## src/psl_defines.vh

```
// Constants of the status LED and quick-status monitor
`ifndef PSL_DEFINES_VH
`define PSL_DEFINES_VH
// ----------------------------------------
// Timing
// ----------------------------------------
`define PSL_CLK_NS      25
`define PSL_MS_NS       1000000
`define PSL_MS_CYC      (`PSL_MS_NS / `PSL_CLK_NS)
`define PSL_LAMP_MS     1000
`define PSL_STR_30_MS   7'h1E
`define PSL_STR_60_MS   7'h3C
`define PSL_STR_100_MS  7'h64
`define PSL_STRAP_CYC   4'h8
// ----------------------------------------
// Stretch length codes
// ----------------------------------------
`define PSL_STR_CODE_30  2'h0
`define PSL_STR_CODE_60  2'h1
`define PSL_STR_CODE_100 2'h2
// ----------------------------------------
// LED selection codes
// ----------------------------------------
`define PSL_SEL_SPEED   4'h0
`define PSL_SEL_TX      4'h1
`define PSL_SEL_RX      4'h2
`define PSL_SEL_COL     4'h3
`define PSL_SEL_LINK    4'h4
`define PSL_SEL_DUPLEX  4'h5
`define PSL_SEL_LINKACT 4'hD
`define PSL_SEL_ON      4'hE
// ----------------------------------------
// Quick-status frame
// ----------------------------------------
`define PSL_QS_BITS     5'h10
`define PSL_QS_LAST     5'h1F
`endif

```

## src/psl_monitor.v

```verilog
// Per-port status LED drivers, negotiation status flags and quick status
`timescale 1ns/1ps
`include "psl_defines.vh"
module psl_monitor #(
	parameter MS_CYCLES = `PSL_MS_CYC
) (
	// Clock and reset
	input  wire        clk,
	input  wire        resetn,
	// Port conditions, same clock domain
	input  wire        link_up,
	input  wire        speed_100,
	input  wire        duplex_full,
	input  wire        tx_active,
	input  wire        rx_active,
	input  wire        collision,
	input  wire        polarity_ok,
	// Negotiation events, same clock domain
	input  wire        an_complete,
	input  wire        an_start,
	input  wire        page_rx_evt,
	input  wire        base_page_evt,
	input  wire        page_flags_read,
	// LED and page-flag configuration
	input  wire [3:0]  led1_sel,
	input  wire [3:0]  led2_sel,
	input  wire [3:0]  led3_sel,
	input  wire        stretch_en,
	input  wire [1:0]  stretch_len,
	input  wire        alt_next_page_en,
	input  wire        hw_ctrl_mode,
	// Status flags
	output reg         an_done,
	output reg         link_status_basic,
	output reg         link_status_quick,
	output reg         page_received,
	output reg         base_page,
	// LED pins
	input  wire [2:0]  led_in,
	output reg  [2:0]  led_out,
	output reg  [2:0]  led_oe,
	output reg  [2:0]  hw_strap,
	// Quick-status link
	input  wire        status_shift_clock,
	output wire        status_serial_out
);
	// ----------------------------------------
	// Functions
	// ----------------------------------------
	// Condition picked by one LED selection field
	function led_cond;
		input [3:0] sel;
		input       blink;
		begin
			// Codes left unassigned read as off
			case (sel)
				`PSL_SEL_SPEED:   led_cond = speed_100;
				`PSL_SEL_TX:      led_cond = tx_active;
				`PSL_SEL_RX:      led_cond = rx_active;
				`PSL_SEL_COL:     led_cond = collision;
				`PSL_SEL_LINK:    led_cond = link_up;
				`PSL_SEL_DUPLEX:  led_cond = duplex_full;
				`PSL_SEL_LINKACT: led_cond = blink;
				`PSL_SEL_ON:      led_cond = 1'b1;
				default:          led_cond = 1'b0;
			endcase
		end
	endfunction

	// Stretch interval in milliseconds
	function [6:0] str_ms;
		input [1:0] code;
		begin
			case (code)
				`PSL_STR_CODE_30: str_ms = `PSL_STR_30_MS;
				`PSL_STR_CODE_60: str_ms = `PSL_STR_60_MS;
				default:          str_ms = `PSL_STR_100_MS;
			endcase
		end
	endfunction

	// ----------------------------------------
	// Declarations
	// ----------------------------------------
	reg  [31:0] ms_div_r;
	reg         ms_tick_r;
	reg  [9:0]  lamp_cnt_r;
	reg         lamp_on_r;
	reg  [6:0]  blink_cnt_r;
	reg         blink_ph_r;
	reg  [3:0]  strap_cnt_r;
	reg         strap_done_r;
	reg  [2:0]  strap_m_r;
	reg  [2:0]  strap_s_r;
	reg         link_act_r;
	wire [6:0]  len_ms;
	wire        activity;
	wire        linkact_view;
	wire [2:0]  cond;
	wire [2:0]  stretched;
	wire [15:0] qs_word;

	// Stretch length shared by the three stretchers and the blink timer
	assign len_ms   = str_ms(stretch_len);
	assign activity = tx_active | rx_active | collision;

	// ----------------------------------------
	// Millisecond enable
	// ----------------------------------------
	// One tick per millisecond keeps every long timer narrow
	always @(posedge clk or negedge resetn)
	begin
		if (!resetn)
		begin
			ms_div_r  <= 32'h00000000;
			ms_tick_r <= 1'b0;
		end
		else if (ms_div_r == MS_CYCLES - 1)
		begin
			ms_div_r  <= 32'h00000000;
			ms_tick_r <= 1'b1;
		end
		else
		begin
			ms_div_r  <= ms_div_r + 32'h00000001;
			ms_tick_r <= 1'b0;
		end
	end

	// ----------------------------------------
	// Power-up lamp test
	// ----------------------------------------
	// LEDs held on until the millisecond count reaches one second
	always @(posedge clk or negedge resetn)
	begin
		if (!resetn)
		begin
			lamp_cnt_r <= 10'h000;
			lamp_on_r  <= 1'b1;
		end
		else if (lamp_on_r && ms_tick_r)
		begin
			if (lamp_cnt_r == `PSL_LAMP_MS - 1)
				lamp_on_r <= 1'b0;
			lamp_cnt_r <= lamp_cnt_r + 10'h001;
		end
	end

	// ----------------------------------------
	// Link and activity blink
	// ----------------------------------------
	// Phase toggles each stretch interval while activity persists
	always @(posedge clk or negedge resetn)
	begin
		if (!resetn)
		begin
			blink_cnt_r <= 7'h00;
			blink_ph_r  <= 1'b0;
			link_act_r  <= 1'b0;
		end
		else
		begin
			link_act_r <= link_up & activity;
			if (!(link_up & activity))
			begin
				blink_cnt_r <= 7'h00;
				blink_ph_r  <= 1'b0;
			end
			else if (ms_tick_r)
			begin
				if (blink_cnt_r >= len_ms - 7'h01)
				begin
					blink_cnt_r <= 7'h00;
					blink_ph_r  <= ~blink_ph_r;
				end
				else
					blink_cnt_r <= blink_cnt_r + 7'h01;
			end
		end
	end

	// Off without link, on with link, dark phase only during activity
	assign linkact_view = link_up & ~(link_act_r & blink_ph_r);

	// ----------------------------------------
	// Per-LED selection and stretching
	// ----------------------------------------
	assign cond[0] = led_cond(led1_sel, linkact_view);
	assign cond[1] = led_cond(led2_sel, linkact_view);
	assign cond[2] = led_cond(led3_sel, linkact_view);

	// One stretcher per LED keeps the three timers independent
	genvar gi;
	generate
		for (gi = 0; gi < 3; gi = gi + 1)
		begin : g_led
			// Blink code passes through the stretcher like every other selection
			psl_stretch u_str (
				.clk        (clk),
				.resetn     (resetn),
				.ms_tick    (ms_tick_r),
				.stretch_en (stretch_en),
				.len_ms     (len_ms),
				.evt        (cond[gi]),
				.led        (stretched[gi])
			);
		end
	endgenerate

	// ----------------------------------------
	// Hardware-control straps on the LED pins
	// ----------------------------------------
	// In hardware-control mode pins float briefly after reset so the strap level can be read
	always @(posedge clk or negedge resetn)
	begin
		if (!resetn)
		begin
			strap_cnt_r  <= 4'h0;
			strap_done_r <= 1'b0;
			strap_m_r    <= 3'h0;
			strap_s_r    <= 3'h0;
			hw_strap     <= 3'h0;
		end
		else
		begin
			strap_m_r <= led_in;
			strap_s_r <= strap_m_r;
			if (!strap_done_r)
			begin
				strap_cnt_r <= strap_cnt_r + 4'h1;
				if (strap_cnt_r == `PSL_STRAP_CYC)
				begin
					strap_done_r <= 1'b1;
					hw_strap     <= strap_s_r;
				end
			end
		end
	end

	// ----------------------------------------
	// LED pin drive
	// ----------------------------------------
	// Lamp test overrides every LED; drivers stay off during the strap window in hardware-control mode
	always @(posedge clk or negedge resetn)
	begin
		if (!resetn)
		begin
			led_out <= 3'h7;
			led_oe  <= 3'h0;
		end
		else
		begin
			led_out <= stretched | {3{lamp_on_r}};
			led_oe  <= (hw_ctrl_mode && !strap_done_r) ? 3'h0 : 3'h7;
		end
	end

	// ----------------------------------------
	// Negotiation and link flags
	// ----------------------------------------
	// Set wins over a read clear arriving in the same cycle
	always @(posedge clk or negedge resetn)
	begin
		if (!resetn)
		begin
			an_done           <= 1'b0;
			link_status_basic <= 1'b0;
			link_status_quick <= 1'b0;
			page_received     <= 1'b0;
			base_page         <= 1'b0;
		end
		else
		begin
			an_done           <= an_complete;
			link_status_basic <= link_up;
			link_status_quick <= link_up;
			// Page flag: set, then cleared by a read or an alternate-mode restart
			if (page_rx_evt)
				page_received <= 1'b1;
			else if (page_flags_read)
				page_received <= 1'b0;
			else if (alt_next_page_en && an_start)
				page_received <= 1'b0;
			// Base page flag: set, then cleared by a read
			if (base_page_evt)
				base_page <= 1'b1;
			else if (page_flags_read)
				base_page <= 1'b0;
		end
	end

	// ----------------------------------------
	// Quick-status stream
	// ----------------------------------------
	// Bit 5 carries polarity; bits 4:0 read as zero
	assign qs_word = {
		rx_active,     // Bit 15
		tx_active,
		collision,
		link_up,
		duplex_full,
		speed_100,
		an_done,
		page_received,
		base_page,
		an_start,
		polarity_ok,
		5'h00          // Bits 4:0 spare
	};

	psl_status_serial_out u_qs (
		.clk                (clk),
		.resetn             (resetn),
		.status_shift_clock (status_shift_clock),
		.qs_word            (qs_word),
		.status_serial_out  (status_serial_out)
	);
endmodule // psl_monitor

```

## src/psl_stretch.v

```verilog
// Retriggerable LED pulse stretcher for one LED output
`timescale 1ns/1ps
module psl_stretch (
	// Clock and reset
	input  wire       clk,
	input  wire       resetn,
	// Control
	input  wire       ms_tick,
	input  wire       stretch_en,
	input  wire [6:0] len_ms,
	// Event and result
	input  wire       evt,
	output wire       led
);
	reg        armed_prev_r;
	reg  [6:0] timer_r;
	wire       evt_edge;
	wire       expire;

	assign evt_edge = evt & ~armed_prev_r;
	assign expire   = ms_tick & (timer_r == 7'h01);

	// ----------------------------------------
	// Edge detector and stretch timer
	// ----------------------------------------
	// Reloading the timer on expiry lets a standing event retrigger
	always @(posedge clk or negedge resetn)
	begin
		if (!resetn)
		begin
			armed_prev_r <= 1'b0;
			timer_r      <= 7'h00;
		end
		else if (!stretch_en)
		begin
			armed_prev_r <= 1'b0;
			timer_r      <= 7'h00;
		end
		else if (evt_edge)
		begin
			armed_prev_r <= 1'b1;
			timer_r      <= len_ms;
		end
		else if (expire)
		begin
			// Rearm; a standing event retriggers at once, leaving no dark cycle
			armed_prev_r <= evt;
			timer_r      <= evt ? len_ms : 7'h00;
		end
		else
		begin
			armed_prev_r <= armed_prev_r & evt;
			if (ms_tick && timer_r != 7'h00)
				timer_r <= timer_r - 7'h01;
		end
	end

	// Plain follow when stretching is off
	assign led = stretch_en ? (timer_r != 7'h00) : evt;
endmodule // psl_stretch

```

## src/psl_status_serial_out.v

```verilog
// Quick-status serializer driven by the external shift clock
`timescale 1ns/1ps
module psl_status_serial_out (
	// Clock and reset
	input  wire        clk,
	input  wire        resetn,
	// Shift clock pin and word
	input  wire        status_shift_clock,
	input  wire [15:0] qs_word,
	// Serial output
	output reg         status_serial_out
);
	reg         sclk_m_r;
	reg         sclk_s_r;
	reg         sclk_d_r;
	reg  [4:0]  pos_r;
	reg  [15:0] shift_r;
	wire        sclk_fall;

	// ----------------------------------------
	// Pin synchroniser and falling edge
	// ----------------------------------------
	always @(posedge clk or negedge resetn)
	begin
		if (!resetn)
		begin
			sclk_m_r <= 1'b0;
			sclk_s_r <= 1'b0;
			sclk_d_r <= 1'b0;
		end
		else
		begin
			sclk_m_r <= status_shift_clock;
			sclk_s_r <= sclk_m_r;
			sclk_d_r <= sclk_s_r;
		end
	end

	assign sclk_fall = sclk_d_r & ~sclk_s_r;

	// ----------------------------------------
	// Frame: sixteen ones, then the word MSB first
	// ----------------------------------------
	// Word is latched at its first bit so it cannot tear mid-frame
	always @(posedge clk or negedge resetn)
	begin
		if (!resetn)
		begin
			pos_r             <= 5'h00;
			shift_r           <= 16'h0000;
			status_serial_out <= 1'b1;
		end
		else if (sclk_fall)
		begin
			pos_r <= pos_r + 5'h01;
			if (pos_r < `PSL_QS_BITS)
				status_serial_out <= 1'b1;
			else if (pos_r == `PSL_QS_BITS)
			begin
				status_serial_out <= qs_word[15];
				shift_r           <= {qs_word[14:0], 1'b0};
			end
			else
			begin
				status_serial_out <= shift_r[15];
				shift_r           <= {shift_r[14:0], 1'b0};
			end
		end
	end
endmodule // psl_status_serial_out

```

## config.mk

```make
export PLATFORM = sky130hd
export DESIGN_NAME = psl_monitor
export DESIGN_NICKNAME = d
export VERILOG_FILES = /design/src/psl_monitor.v /design/src/psl_stretch.v /design/src/psl_status_serial_out.v
export VERILOG_INCLUDE_DIRS = /design/src
export SDC_FILE = /design/constraint.sdc
export NUM_CORES = 1
export LEC_CHECK = 0
export BUFFER_PORTS_ARGS = -buffer_cell sky130_fd_sc_hd__buf_4
export CORE_ASPECT_RATIO = 1.4
export CORE_UTILIZATION = 50
export CTS_BUF_LIST = sky130_fd_sc_hd__clkbuf_2
export CTS_CLUSTER_DIAMETER = 120
export DETAILED_ROUTE_END_ITERATION = 10
export PLACE_DENSITY = 0.69
export SLEW_MARGIN = 20
export SYNTH_ARGS = -nofsm -noshare
export SYNTH_HDL_FRONTEND = slang
export SYNTH_SLANG_ARGS = --single-unit
export TNS_END_PERCENT = 50
```

## constraint.sdc

```tcl
create_clock -name clk -period 4.06 [get_ports clk]
set_input_delay 0 -clock clk [delete_from_list [all_inputs] [get_ports clk]]
set_output_delay 0 -clock clk [all_outputs]
set_load 0.005 [all_outputs]
```

==> flow_summary.toml <==
[run_status]
status = "complete, no violations"

[setup_path]
rrSetupSlack_ps = 540
slowest_stage = "dlygate4sd3_1"
timing.rr.end = "g_led[0].u_str.timer_r[6]$_DFFE_PN0P_"
path_common_cell = "dlygate4sd3_1"
slowest_delay_ps = 590
startpoint_type = "flop"
setup.worst_path.class = "flop to flop"
required_ps = 4670
path_max_fanout = 4
r2r_start = "blink_ph_r$_DFFE_PN0P_"
ff2ff_path_depth = 9
worst_ep_arrival_time_ps = 4130
cp-end-kind = "flop"
path_cells = "a21boi_1 > mux2i_1 > o221a_2 > dlygate4sd3_1 > a21oi_1 > nand2_1 > dlygate4sd3_1 > a21oi_1 > dlygate4sd3_1"

[sta]
clock.fmax_ghz = 0.284
report.final.slew_viol_count = 0
period_minus_slack_ps = 3520
setup_viol = 0
slew_headroom_pct = 32.4
finalClockSkew_ps = 22.0
fin_ws_ps = 545
tightest_slew_ps = 1010
hold_viol = 0
setup_tns_ps = 0
fin_crit_sh_pct = 86.6
rsz0062_at_grt = "false"

[clocking]
cts_tree = "done"
numCtsBuffers = 17
clk_latency_ps = 660
clock-sinks = 118
cts_setup_buffers = 0
htreeDepth = 4
cts-root-buf = "clkbuf_2"
cts_buffer_depth = 2
clk_pin_slew_ps = 170

[synth]
yosys_warnings = 0
synthDistinctLibCells = 65
async_flop_share_pct = 100
yosysSeqAreaShare_pct = 48.5
synth_top_cell_by_area = "dfrtp_1"
netlist_area_um2 = 6100
ys_seq_elements = 118
synth_fp_nets = 649
avgSynthCellArea_um2 = 10.3
yosys_most_used_dff = "dfrtp_1"
synth_top_area_share_pct = 46.3
synth_area_leaders = "dfrtp_1 46%, xnor2_1 5.7%, ha_1 3.9%, nand2_1 3.6%, mux2i_1 2.8%"
netlist_instances = 595
synth_edf_count = 0

[global_routing]
grt_max_degree = 64
grt_usage_pct = 22.5
grt_antenna_before_repair = 1
grt_pass1_wl_um = 22300
grt_overflow = 0
grt_pass1_vias = 4929

[detailed_routing]
drc = 0
drt-initial-drc-count = 191
wirelength_um = 13000
avgRoutedWirePerCell_um = 15.2
first_pass_iters = 7
via_per_inst = 5.66
vias = 4831
postRouteAntennaNets = 0

[run]
cap_violations = 0

[layout]
layout_common_cells = "113 x dfrtp_1, 59 x nand2_1, 51 x buf_4, 44 x dlygate4sd3_1, 42 x nor2_1"
area_delta_synth_final_pct = 18.9
layout_commonest_cell = "dfrtp_1"
drive_above_1_share_pct = 16.7
fin_nets = 746

[floorplanning]
die_area_um2 = 12700
pin_count = 50
die_y_um = 133
core-area_um2 = 11900
initial_core_util_pct = 51.4
die_x_um = 95.4
fp-row-count = 47

[hold_path]
hold-path-endpoint = "g_led[1].u_str.armed_prev_r$_DFF_PN0_"
hp-class = "input pin to flop"
hold_start = "led2_sel[3]"
hold_depth = 4

[power]
power_density_nw_per_um2 = 348
power_w = 0.00253
leakagePower_nw = 3.26
ir_worst_vdd_mv = 0.182

[placement]
portBuffers = 49
globalplace.congestion = 0.863
hpwl_um = 8750
dp_slack_ps = 1930
-- repair_timing --
item | CTS | global route
endpoints found under the hold margin | 170 | 0
resized for setup | 0 | 0
hold buffers | 44 | 0
-- worst max-delay path, delay by kind of cell (launching register included) --
| family | cells | cell delay (ps) |
|---|---|---|
| AO/OA/AOI/OAI | 4 | 1070 |
| flip-flops | 1 | 420 |
| multiplexers | 1 | 160 |
| buffers and inverters | 3 | 1720 |
| AND/OR/NAND/NOR | 1 | 110 |
-- cell usage after synthesis, types with 14 or more instances --
library cell and instances:
xor2_1 15, xnor2_1 40, nor2_1 42, mux2i_1 17, nand4_1 14, o21ai_0 25, a21oi_1 16, nand2_1 59
ha_1 19, dfrtp_1 113, inv_1 22, nand3_1 25
-- logic make-up (layout without fill, tap and decap cells) --
group                    after synthesis  in the layout  share of synthesized area [%]
AND/OR/NAND/NOR                      235            235                           20.3
flip-flops                           118            118                           48.5
AO/OA/AOI/OAI                        101            101                           11.7
XOR/XNOR                              55             55                           7.89
buffers and inverters                 39            149                           2.67
multiplexers                          28             28                           5.00
adder cells (fa/ha/maj)               19             19                           3.90
other                                  0              1                              0
-- per-stage QoR --
stage	util, %	hold slack [ps]	cells	area, µm²
after floorplan	-	-296	595	6100
after global placement	55.5	-171	776	6590
after detailed placement	55.5	-171	776	6590
after CTS	61.0	0.497	852	7250
after global routing	61.1	61.6	853	7250
final	61.1	78.8	853	7250
-- sequential cells by signal (all words and copies together) (netlist names), 3 cells and up --
name / count
lamp_cnt_r: 10
u_qs.pos_r: 5
strap_m_r: 3
led_out: 3
strap_s_r: 3
hw_strap: 3
ms_div_r: 32
strap_cnt_r: 4
u_qs.shift_r: 10
g_led.u_str.timer_r: 21
g_led.u_str.armed_prev_r: 3
blink_cnt_r: 7
-- final cells by class --
| class | count | area [µm²] |
|---|---|---|
| diodes | 1 | 2.50 |
| repair buffers | 95 | 823 |
| inverters | 22 | 82.6 |
| clock inverters | 10 | 106 |
| well taps | 147 | 184 |
| fillers | 989 | 4630 |
| multi-input cells | 438 | 2990 |
| clock buffers | 22 | 110 |
| flip-flops and latches | 118 | 2960 |
-- power by group --
group	total (W)	internal, W	switching (W)
combinational	0.000447	0.000216	0.000232
clock	0.000721	0.000288	0.000433
sequential	0.00136	0.00128	0.0000776
total	0.00253	0.00178	0.000743
-- worst max-delay path by stage --
| stage | startpoint | endpoint | slack [ps] | depth (start not counted) |
|---|---|---|---|---|
| after global routing | blink_ph_r$_DFFE_PN0P_ | g_led[0].u_str.timer_r[6]$_DFFE_PN0P_ | 470 | 9 |
| after detailed placement | g_led[2].u_str.timer_r[0]$_DFFE_PN0P_ | g_led[2].u_str.timer_r[4]$_DFFE_PN0P_ | 1930 | 6 |
| after CTS | blink_ph_r$_DFFE_PN0P_ | g_led[0].u_str.timer_r[6]$_DFFE_PN0P_ | 660 | 9 |
| after floorplan | g_led[2].u_str.timer_r[0]$_DFFE_PN0P_ | g_led[2].u_str.timer_r[6]$_DFFE_PN0P_ | 2080 | 7 |
| final | blink_ph_r$_DFFE_PN0P_ | g_led[0].u_str.timer_r[6]$_DFFE_PN0P_ | 540 | 9 |
| after global placement | g_led[2].u_str.timer_r[0]$_DFFE_PN0P_ | g_led[2].u_str.timer_r[6]$_DFFE_PN0P_ | 2000 | 7 |
-- metal layers --
layer	global-route usage (%)	share of wire (%)	vias up
met3	4.31	3.2	23
met5	0	0	-
met1	27.3	43	2359
met4	9.34	2.0	0
li1	-	-	2320
met2	38.3	52	129
No activity file was read; power rests on OpenSTA's default activity.
